--- config.mk ---
export PLATFORM = sky130hd
export DESIGN_NAME = lcd_host_system_interface
export DESIGN_NICKNAME = d
export VERILOG_FILES = /design/src/logic/lcd_pkg.sv /design/src/logic/word_if.sv /design/src/logic/pin_sync.sv /design/src/logic/par_split.sv /design/src/logic/lcd_host_system_interface.sv
export SDC_FILE = /design/constraint.sdc
export NUM_CORES = 1
export LEC_CHECK = 0
export ABC_CLOCK_PERIOD_IN_PS = 3590
export BUFFER_PORTS_ARGS = -buffer_cell sky130_fd_sc_hd__clkbuf_2
export CAP_MARGIN = 20
export CORE_MARGIN = 2
export CORE_UTILIZATION = 61
export CTS_CLUSTER_DIAMETER = 100
export DETAILED_ROUTE_END_ITERATION = 10
export PLACE_DENSITY = 0.85
export SLEW_MARGIN = 20
export SYNTH_ARGS = -nofsm -noshare
export SYNTH_HDL_FRONTEND = slang
export SYNTH_SLANG_ARGS = --single-unit
--- constraint.sdc ---
create_clock -name clk -period 3.59 [get_ports clk]
set_input_delay 0.718 -clock clk [delete_from_list [all_inputs] [get_ports clk]]
set_output_delay 0.718 -clock clk [all_outputs]
set_load 0.01 [all_outputs]
--- src/logic/lcd_pkg.sv ---
// constants and helpers shared by the host interface blocks
package lcd_pkg;
  // interface-mode pin codes
  localparam logic [3:0] MODE_P16 = 4'h2;
  localparam logic [3:0] MODE_P8  = 4'h3;
  localparam logic [3:0] MODE_P18 = 4'hA;
  localparam logic [3:0] MODE_P9  = 4'hB;
  localparam logic [2:0] MODE_SER = 3'h2;
  // resync and serial read figures
  localparam logic [2:0] SYNC_ZERO_WRITES = 3'h4;
  localparam logic [2:0] SER_DUMMY_BYTES  = 3'h5;
  // instruction indexes the block looks at
  localparam logic [15:0] MEM_DATA_INDEX  = 16'h0022;
  localparam logic [15:0] DISP_CTRL_INDEX = 16'h000C;
  localparam int          DISP_MODE_LSB   = 0;
  localparam int          PATH_BIT        = 8;
  localparam logic [1:0]  DISP_MODE_VSYNC = 2'h2;
  // register port map
  localparam logic [3:0]  REG_STATUS    = 4'h0;
  localparam logic [3:0]  REG_CTRL      = 4'h4;
  localparam int          CTRL_TWO_XFER = 0;
  localparam int          CTRL_RESYNC   = 1;
  localparam logic        TWO_XFER_RST  = 1'b0;
  // pin synchroniser width and idle levels (strobes and link clock idle high)
  localparam int           SYNC_W    = 28;
  localparam logic [27:0]  SYNC_INIT = 28'h0C00006;
  // 16-bit 565 word widened to 666, colour msb copied into new lsb
  function automatic logic [17:0] widen565(input logic [15:0] w);
    widen565 = {w[15:11], w[15], w[10:5], w[4:0], w[4]};
  endfunction
endpackage

--- src/logic/word_if.sv ---
// word hand-off from the parallel splitter to the decoder
`timescale 1ns/100ps
interface word_if;
  logic        valid;
  logic        regsel;
  logic [15:0] instr;
  logic [17:0] pix;
  modport src (output valid, regsel, instr, pix);
  modport snk (input valid, regsel, instr, pix);
endinterface

--- src/logic/pin_sync.sv ---
// two-flop synchroniser for pins from outside the clock domain
`timescale 1ns/100ps
module pin_sync #(
  parameter int         W    = 1,
  parameter logic [W-1:0] INIT = '0
) (
  // clock and reset
  input  wire logic         clk,
  input  wire logic         nrst,
  // raw pins in, synchronised levels out
  input  wire logic [W-1:0] pin,
  output logic      [W-1:0] level
);
  typedef struct packed {
    logic [W-1:0] s1;
    logic [W-1:0] s2;
  } sync_t;
  sync_t st, next_st;

  // first stage feeds the second stage only
  always_comb begin
    next_st.s1 = pin;
    next_st.s2 = st.s1;
  end

  // idle levels at reset so no false strobe edge appears
  always_ff @(posedge clk or negedge nrst) begin
    if (!nrst) begin
      st <= {INIT, INIT};
    end else begin
      st <= next_st;
    end
  end

  assign level = st.s2;
endmodule

--- src/logic/par_split.sv ---
// parallel bus splitter: upper/lower pairing and four-zero resync
`timescale 1ns/100ps
module par_split
  import lcd_pkg::*;
(
  // clock and reset
  input  wire logic        clk,
  input  wire logic        nrst,
  // accepted bus write
  input  wire logic        wr_evt,
  input  wire logic        regsel,
  input  wire logic [17:0] data,
  // configuration
  input  wire logic [3:0]  mode,
  input  wire logic        two_xfer,
  input  wire logic        resync,
  // state and words out
  output logic             phase,
  word_if.src              w
);
  typedef struct packed {
    logic        phase;
    logic [2:0]  zc;
    logic [8:0]  upper;
    logic        valid;
    logic        regsel;
    logic [15:0] instr;
    logic [17:0] pix;
  } split_t;
  split_t      st, next_st;
  logic        split;
  logic        zero;
  logic [15:0] w16;
  logic [15:0] w8;

  // unused lanes may be tied either way, so zero looks at used lanes only
  assign w16   = {data[17:10], data[8:1]};
  assign w8    = {st.upper[8:1], data[17:10]};
  assign zero  = (mode == MODE_P8 || mode == MODE_P9) ? (data[17:10] == 8'h00)
                                                      : (w16 == 16'h0000);
  assign split = (mode == MODE_P8) || (mode == MODE_P9) ||
                 (mode == MODE_P16 && two_xfer && regsel);

  // pairing of halves and emission of whole words
  always_comb begin
    next_st       = st;
    next_st.valid = 1'b0;
    if (resync) begin
      next_st.phase = 1'b0;
      next_st.zc    = 3'h0;
    end else if (wr_evt) begin
      next_st.zc = zero ? st.zc + 3'h1 : 3'h0;
      if (split && !st.phase) begin
        next_st.phase = 1'b1;
        next_st.upper = data[17:9];
      end else begin
        next_st.phase  = 1'b0;
        next_st.valid  = 1'b1;
        next_st.regsel = regsel;
        case (mode)
          MODE_P9: begin
            next_st.instr = w8;
            next_st.pix   = {st.upper, data[17:9]};
          end
          MODE_P8: begin
            next_st.instr = w8;
            next_st.pix   = widen565(w8);
          end
          MODE_P16: begin
            next_st.instr = w16;
            next_st.pix   = two_xfer ? {st.upper[8:7], w16} : widen565(w16);
          end
          default: begin
            next_st.instr = w16;
            next_st.pix   = data;
          end
        endcase
      end
      if (zero && st.zc == SYNC_ZERO_WRITES - 3'h1) begin
        next_st.phase = 1'b0;
        next_st.zc    = 3'h0;
      end
    end
  end

  always_ff @(posedge clk or negedge nrst) begin
    if (!nrst) begin
      st <= '0;
    end else begin
      st <= next_st;
    end
  end

  assign phase    = st.phase;
  assign w.valid  = st.valid;
  assign w.regsel = st.regsel;
  assign w.instr  = st.instr;
  assign w.pix    = st.pix;

  property p_resync_zero;
    @(posedge clk) disable iff (!nrst)
    (wr_evt && !resync && zero && st.zc == 3'h3) |=> (st.phase == 1'b0 && st.zc == 3'h0);
  endproperty
  a_resync_zero: assert property (p_resync_zero)
    else $error("fourth zero write did not resync the halves");

  property p_upper_held;
    @(posedge clk) disable iff (!nrst)
    (wr_evt && !resync && split && !st.phase && !zero) |=> (!st.valid && st.phase);
  endproperty
  a_upper_held: assert property (p_upper_held)
    else $error("upper half produced a word");
endmodule

--- src/logic/lcd_host_system_interface.sv ---
// device-side host system interface: split parallel bus and serial link
//
// Our own choices: the address map and strobed register access.
`timescale 1ns/100ps
// Notes on behaviour
// - mode pins statically choose the bus
// - 16-bit two-transfer: four zeros resync halves
// - 9-bit: four zero writes resync halves
// - 8-bit: four zero writes resync halves
// - 9-bit instruction: two bytes, lsb ignored
// - 9-bit pixel: two nine-bit halves
// - 8-bit pixel: byte pair widened to 18
// - serial when upper pins low-high-low
// - chip select frames each serial transaction
// - start-byte address must match own code
// - upper code fixed, lsb from pin
// - start byte flags select index/write/read
// - direction flag picks input or output
// - msb first bytes, instruction after two
// - serial pixel widened with msb copies
// - memory read: five dummy bytes first
// - display mode 10, path 0: vsync mode
module lcd_host_system_interface
  import lcd_pkg::*;
#(
  parameter logic [4:0] IDENT_UPPER = 5'h15  // arbitrary identity value
) (
  // clock and reset
  input  wire logic        clk,
  input  wire logic        nrst,
  // mode straps, bit 0 doubles as identity select
  input  wire logic [3:0]  interface_mode_pins,
  // parallel bus
  input  wire logic        par_cs_n,
  input  wire logic        par_wr_n,
  input  wire logic        par_regsel,
  input  wire logic [17:0] parallel_data_bus,
  // serial link
  input  wire logic        ser_cs_n,
  input  wire logic        ser_clk,
  input  wire logic        serial_data_in,
  output logic             serial_data_out,
  output logic             serial_data_out_oe,
  // register port
  input  wire logic [3:0]  reg_addr,
  input  wire logic [31:0] reg_wdata,
  input  wire logic        reg_wr,
  input  wire logic        reg_rd,
  output logic      [31:0] reg_rdata,
  // core side
  input  wire logic [15:0] read_data,
  output logic             read_advance,
  output logic             instr_strobe,
  output logic      [15:0] instr_index,
  output logic      [15:0] instr_data,
  output logic             pixel_strobe,
  output logic      [17:0] pixel_data,
  output logic             vsync_mode
);
  typedef struct packed {
    logic        wr_prev;
    logic        sclk_prev;
    logic        two_xfer;
    logic        resync;
    logic [15:0] index;
    logic        vsync;
    logic [2:0]  bitc;
    logic [7:0]  sh;
    logic        started;
    logic        sel;
    logic        s_regsel;
    logic        s_rw;
    logic        s_mem;
    logic        half;
    logic [7:0]  hi;
    logic [2:0]  bytec;
    logic [7:0]  osh;
    logic        so_bit;
    logic        so_oe;
    logic        rd_adv;
    logic        i_stb;
    logic [15:0] i_idx;
    logic [15:0] i_dat;
    logic        p_stb;
    logic [17:0] p_dat;
    logic [31:0] rdata;
  } top_t;
  top_t st, next_st;

  logic [SYNC_W-1:0] sy;
  logic [3:0]        mode;
  logic              p_cs_n;
  logic              p_wr_n;
  logic              p_regsel;
  logic [17:0]       p_data;
  logic              s_cs_n;
  logic              s_clk;
  logic              s_din;
  logic              ser_mode;
  logic              mode_ok;
  logic              wr_evt;
  logic              sclk_rise;
  logic              sclk_fall;
  logic [7:0]        byte_in;
  logic              s_v;
  logic              load;
  logic              dummy;
  logic [7:0]        obyte;
  logic              word_v;
  logic              word_regsel;
  logic [15:0]       word_w16;
  logic [17:0]       word_pix;
  logic              vs_new;
  logic              phase;
  logic [31:0]       status;

  word_if pw ();

  // every pin is synchronised, the link clock included
  pin_sync #(
    .W    (SYNC_W),
    .INIT (SYNC_INIT)
  ) u_sync (
    .clk   (clk),
    .nrst  (nrst),
    .pin   ({interface_mode_pins, par_cs_n, par_wr_n, par_regsel,
             parallel_data_bus, ser_cs_n, ser_clk, serial_data_in}),
    .level (sy)
  );

  assign mode     = sy[27:24];
  assign p_cs_n   = sy[23];
  assign p_wr_n   = sy[22];
  assign p_regsel = sy[21];
  assign p_data   = sy[20:3];
  assign s_cs_n   = sy[2];
  assign s_clk    = sy[1];
  assign s_din    = sy[0];

  assign ser_mode = (mode[3:1] == MODE_SER);
  // inhibited codes leave the block deaf
  assign mode_ok  = ser_mode || mode == MODE_P16 || mode == MODE_P8 ||
                    mode == MODE_P18 || mode == MODE_P9;

  // data is taken at the rising edge of the write strobe
  assign wr_evt    = mode_ok && !ser_mode && !p_cs_n && p_wr_n && !st.wr_prev;
  assign sclk_rise = s_clk && !st.sclk_prev;
  assign sclk_fall = !s_clk && st.sclk_prev;
  assign byte_in   = {st.sh[6:0], s_din};

  assign s_v = ser_mode && !s_cs_n && sclk_rise && st.bitc == 3'h7 &&
               st.started && st.sel && !st.s_rw && st.half;

  // read byte loads at the first falling edge of each byte
  assign load  = ser_mode && !s_cs_n && sclk_fall && st.started && st.sel &&
                 st.s_rw && st.bitc == 3'h0;
  // memory reads lead with dummy bytes
  assign dummy = st.s_mem && st.bytec < SER_DUMMY_BYTES;

  // one decoder serves whichever bus the straps chose
  assign word_v      = ser_mode ? s_v : pw.valid;
  assign word_regsel = ser_mode ? st.s_regsel : pw.regsel;
  assign word_w16    = ser_mode ? {st.hi, byte_in} : pw.instr;
  assign word_pix    = ser_mode ? widen565({st.hi, byte_in}) : pw.pix;

  assign vs_new = (word_w16[DISP_MODE_LSB +: 2] == DISP_MODE_VSYNC) &&
                  !word_w16[PATH_BIT];

  // status: phase, bus ok, serial, vsync, mode pins, index
  assign status = {8'h00, phase, mode_ok, ser_mode, st.vsync, mode, st.index};

  par_split u_split (
    .clk      (clk),
    .nrst     (nrst),
    .wr_evt   (wr_evt),
    .regsel   (p_regsel),
    .data     (p_data),
    .mode     (mode),
    .two_xfer (st.two_xfer),
    .resync   (st.resync),
    .phase    (phase),
    .w        (pw)
  );

  // decoder, serial engine and register port
  always_comb begin
    next_st           = st;
    obyte             = 8'h00;
    next_st.wr_prev   = p_wr_n;
    next_st.sclk_prev = s_clk;
    next_st.resync    = 1'b0;
    next_st.rd_adv    = 1'b0;
    next_st.i_stb     = 1'b0;
    next_st.p_stb     = 1'b0;
    next_st.rdata     = 32'h0000_0000;

    if (word_v) begin
      if (!word_regsel) begin
        next_st.index = word_w16;
      end else if (st.index == MEM_DATA_INDEX) begin
        next_st.p_stb = 1'b1;
        next_st.p_dat = word_pix;
      end else begin
        next_st.i_stb = 1'b1;
        next_st.i_idx = st.index;
        next_st.i_dat = word_w16;
        if (st.index == DISP_CTRL_INDEX) begin
          next_st.vsync = vs_new;
        end
      end
    end

    if (!ser_mode || s_cs_n) begin
      next_st.bitc    = 3'h0;
      next_st.started = 1'b0;
      next_st.sel     = 1'b0;
      next_st.half    = 1'b0;
      next_st.bytec   = 3'h0;
      next_st.so_bit  = 1'b0;
    end else if (sclk_rise) begin
      next_st.sh   = byte_in;
      next_st.bitc = st.bitc + 3'h1;
      if (st.bitc == 3'h7) begin
        if (!st.started) begin
          next_st.started  = 1'b1;
          next_st.sel      = byte_in[7:2] == {IDENT_UPPER, mode[0]} &&
                             !(!byte_in[1] && byte_in[0]);
          next_st.s_regsel = byte_in[1];
          next_st.s_rw     = byte_in[0];
          next_st.s_mem    = st.index == MEM_DATA_INDEX;
          next_st.half     = 1'b0;
        end else if (st.sel && !st.s_rw) begin
          next_st.hi   = st.half ? st.hi : byte_in;
          next_st.half = !st.half;
        end
      end
    end else if (load) begin
      // dummy then word, upper byte first
      if (dummy) begin
        obyte         = 8'h00;
        next_st.bytec = st.bytec + 3'h1;
      end else if (!st.half) begin
        obyte        = read_data[15:8];
        next_st.hi   = read_data[7:0];
        next_st.half = 1'b1;
      end else begin
        obyte          = st.hi;
        next_st.half   = 1'b0;
        next_st.rd_adv = 1'b1;
      end
      next_st.so_bit = obyte[7];
      next_st.osh    = {obyte[6:0], 1'b0};
    end else if (ser_mode && sclk_fall && st.started && st.sel && st.s_rw) begin
      next_st.so_bit = st.osh[7];
      next_st.osh    = {st.osh[6:0], 1'b0};
    end
    // drive out only on a selected read
    next_st.so_oe = ser_mode && !s_cs_n && next_st.started && next_st.sel &&
                    next_st.s_rw;

    // register port, answer in the next cycle only
    if (reg_wr && reg_addr == REG_CTRL) begin
      next_st.two_xfer = reg_wdata[CTRL_TWO_XFER];
      next_st.resync   = reg_wdata[CTRL_RESYNC];
    end
    if (reg_rd) begin
      case (reg_addr)
        REG_STATUS: next_st.rdata = status;
        REG_CTRL:   next_st.rdata = {31'h0000_0000, st.two_xfer};
        default:    next_st.rdata = 32'h0000_0000;
      endcase
    end
  end

  // state register; strobes and link clock idle high so no false edge follows reset
  always_ff @(posedge clk or negedge nrst) begin
    if (!nrst) begin
      st           <= '0;
      st.wr_prev   <= 1'b1;
      st.sclk_prev <= 1'b1;
      st.two_xfer <= TWO_XFER_RST;
    end else begin
      st <= next_st;
    end
  end

  // every output straight from the state register
  assign serial_data_out    = st.so_bit;
  assign serial_data_out_oe = st.so_oe;
  assign reg_rdata          = st.rdata;
  assign read_advance       = st.rd_adv;
  assign instr_strobe       = st.i_stb;
  assign instr_index        = st.i_idx;
  assign instr_data         = st.i_dat;
  assign pixel_strobe       = st.p_stb;
  assign pixel_data         = st.p_dat;
  assign vsync_mode         = st.vsync;

  property p_pixel_index;
    @(posedge clk) disable iff (!nrst)
    st.p_stb |-> (st.index == MEM_DATA_INDEX && !st.i_stb);
  endproperty
  a_pixel_index: assert property (p_pixel_index)
    else $error("pixel strobe outside the memory data index");

  property p_vsync_cause;
    @(posedge clk) disable iff (!nrst)
    $changed(st.vsync) |-> $past(word_v && word_regsel && st.index == DISP_CTRL_INDEX);
  endproperty
  a_vsync_cause: assert property (p_vsync_cause)
    else $error("vsync mode changed without a control write");

  property p_forbidden;
    @(posedge clk) disable iff (!nrst)
    $rose(st.sel) |-> !(!st.s_regsel && st.s_rw);
  endproperty
  a_forbidden: assert property (p_forbidden)
    else $error("forbidden start byte selected the device");

  property p_ser_word;
    @(posedge clk) disable iff (!nrst)
    s_v |-> (st.sel && !st.s_rw && st.half) ##1 (st.i_stb || st.p_stb || !st.half);
  endproperty
  a_ser_word: assert property (p_ser_word)
    else $error("serial word taken outside a selected write");

  property p_deselect;
    @(posedge clk) disable iff (!nrst)
    (s_cs_n && ser_mode) |=> (st.bitc == 3'h0 && !st.started && !st.so_oe);
  endproperty
  a_deselect: assert property (p_deselect)
    else $error("serial counters not cleared while deselected");

  property p_dummy;
    @(posedge clk) disable iff (!nrst)
    (load && dummy) |=> (!st.so_bit && st.bytec == $past(st.bytec) + 3'h1);
  endproperty
  a_dummy: assert property (p_dummy)
    else $error("dummy read byte not zero or not counted");

  property p_mismatch;
    @(posedge clk) disable iff (!nrst)
    (st.started && !st.sel) |-> (!s_v && !st.so_oe);
  endproperty
  a_mismatch: assert property (p_mismatch)
    else $error("unaddressed transaction was acted on");
endmodule

==> reports/results.ini <==
[status]
status = complete, no violations

[power_and_ir_drop]
leakagePower_uw = 0.00578
peakVddDrop_v = 0.000480
power.total_uw = 6240
powerDensity_nw_per_um2 = 542

[synthesis]
synth_enable_flop_cells = 0
syn_inst = 940
ys_types = 58
yosys.area.top_type = dfrtp_1
async_flop_share_pct = 100
synth.top_cell.area_share_pct = 55.5
synth-main-ff-cell = dfrtp_1
syn-cell-area_um2 = 10300
yosys_warnings = 0
synth-seq-cells = 239
ys_seq_area_share_pct = 58.0
synth.area.top_cells = dfrtp_1 (55%), buf_4 (6.0%), mux2_2 (5.4%)
synth.avg_cell_area_um2 = 11.0

[timing]
max_slew.worst_pin.slew_ps = 898
setup_tns_ps = 0
rsz0062_at_grt = false
fin_worst_skew_ps = 16.6
layout_setup_ws_ps = 860
setup_viol = 0
finalCritPeriodShare_pct = 76.0
slew_headroom_pct = 40.0
hold_viol = 0
period_needed_ps = 2730
fmax_mhz = 366
slew_viol_final = 0

[worst_setup_path]
r2r_cells = 6
cp.arrival_ps = 3140
critPathLaunchType = flop
cp_max_fo = 15
worstReg2RegStart = u_sync.level[27]
crit_type = reg2reg
rrSetupSlack_ps = 860
reg2reg_to = st[101]
worstPathRequired_ps = 4000
end_kind = flop

[cells_and_area]
areaGrowthSynthToFinish_pct = 11.4
fin_nets = 1079
drive_gt1_share_pct = 26.0
antennaDiodeCount = 0
fill_cells = 1205
final_core_util_pct = 69.4

[drt]
wl_met2_mm = 10.0
firstDrtPassIters = 5
vias = 6958
route.met3.wl_mm = 1.68
wl_met1_mm = 9.12
drtIter0Drc = 597
drcViolationCount = 0
ant_nets = 0
wl_per_cell_um = 17.7
top_layer = met4
routed_wirelength_mm = 21.7
vias_per_cell = 5.68

[clocking]
cts.path.max_buffers = 3
cts_hold_buf = 0
numCtsBuffers = 24
cts_tree = done
cts-resized-gates = 0
clock_latency_ps = 520
clkTransAtPathRegs_ps = 70
htree_levels = 1
cts_sinks = 239
post_cts_buffers = 0
cts-root-buf = clkbuf_16

[global_route]
grt_pass1_wl_mm = 35.3
grt_max_degree = 84
grtUsageTotal_pct = 24.8
grt_pass1_vias = 6787
antenna_found_initial = 1
overflow = 0

[floorplan]
chipWidth_um = 134
io_pins = 172
die_area_um2 = 18000
rows = 47
initial_core_util_pct = 62.3
die_y_um = 134
fp.coreArea_um2 = 16600

[placement]
place.gp.congestion = 0.906
portBuffers = 133
dp_hpwl_mm = 15.0
place_ws_ps = 868

[worst_hold_path]
hold_path.class = in2async

[job]
maxCapViolations = 0

[how the worst max path moves through the flow]
stage / cells past startpoint / endpoint / start
CTS: 6 / st[101] / u_sync.level[27]
floorplan: 8 / st[100] / st[120]
detailed placement: 6 / st[102] / u_sync.level[27]
finish: 6 / st[101] / u_sync.level[27]
global route: 6 / st[101] / u_sync.level[27]
global placement: 5 / instr_index[10] / u_sync.level[27]
[where the power goes]
part	leakage, uW	internal (uW)	switching, uW
logic	0.00226	228	336
clock network	0.000417	1590	1030
registers	0.00310	2900	163
total	0.00578	4720	1530
[critical path: stages, from the launching register on]
cell and delay [ps]:
dfrtp_1 580, or3b_1 600, nor4_4 310, buf_4 230, nand3_2 150, a21boi_4 370, mux2_2 380
[layout by cell type (no fill, tap or decap), types with 3 or more instances in the layout]
cell type and instances:
a211oi_1 3, a21o_1 3, a21oi_1 35, a221oi_1 3
a22oi_1 8, and2_1 21, buf_4 12, bufinv_16 3
clkbuf_16 24, clkbuf_2 132, clkbuf_8 7, clkinv_2 4
conb_1 8, dfrtp_1 229, dfstp_2 10, ha_1 6
inv_1 21, mux2_2 50, mux2i_1 54, nand2_1 143
nand2b_1 5, nand3_1 9, nand3b_1 3, nor2_1 34
nor2b_1 3, nor3_1 16, nor4_1 7, o21ai_0 96
o22ai_1 12
[synthesized netlist by cell type, types with 3 or more instances]
cell,instances
dfrtp_1,229
nand2_1,143
o21ai_0,96
buf_4,82
mux2i_1,54
mux2_2,50
clkbuf_1,36
a21oi_1,35
nor2_1,34
and2_1,21
inv_1,21
nor3_1,16
o22ai_1,12
dfstp_2,10
nand3_1,9
a22oi_1,8
buf_2,8
nor4_1,7
ha_1,6
buf_1,5
nand2b_1,5
a211oi_1,3
a21o_1,3
a221oi_1,3
nand3b_1,3
nor2b_1,3
[metrics by stage]
step | std cells | hold WS, ps | cell area, um^2
2_1_floorplan | 947 | 331 | 10400
3_3_place_gp | 1183 | 334 | 10600
3_5_place_dp | 1183 | 336 | 10600
4_1_cts | 1226 | 147 | 11500
5_1_grt | 1226 | 172 | 11500
6_report | 1226 | 139 | 11500
[registers in the layout, indices dropped and copies added (netlist names)]
register            count
serial_data_out         1
u_split.w.valid         1
u_sync.next_st         28
u_split.w.regsel        1
u_split.w.pix          18
u_sync.level           28
read_advance            1
instr_index            16
serial_data_out_oe      1
pixel_data             18
instr_strobe            1
st                     47
pixel_strobe            1
u_split.w.instr        16
reg_rdata              24
vsync_mode              1
u_split.phase           1
instr_data             16
u_split.st             12
byte_in                 7
[kinds of logic (layout without fill, tap and decap cells)]
kind of cell,Yosys count,after routing,share of synthesized area [%]
xor+xnor,3,3,0.254
buf+inv,152,211,8.60
flops,239,239,58.0
simple gates,260,260,11.9
fa+ha+maj,6,6,0.727
mux,105,105,10.8
other cells,1,8,0.0363
compound gates,174,174,9.65
[cell type report]
class,count,area (um^2),share of cell area [%]
Clock buffer,32,701,6.09
Clock inverter,11,150,1.30
Inverter,21,78.8,0.685
Multi-Input combinational cell,556,3500,30.5
Sequential cell,239,5990,52.1
Tap cell,220,275,2.39
Timing Repair Buffer,147,806,7.00
[per-layer routing]
metal  vias to the layer above  GRT usage [%]
met5                         -              0
met4                         0           8.42
met3                        71           4.95
met2                       305           39.2
met1                      3384           34.9
li1                       3198              -
Power figures use the tool's default switching activity.
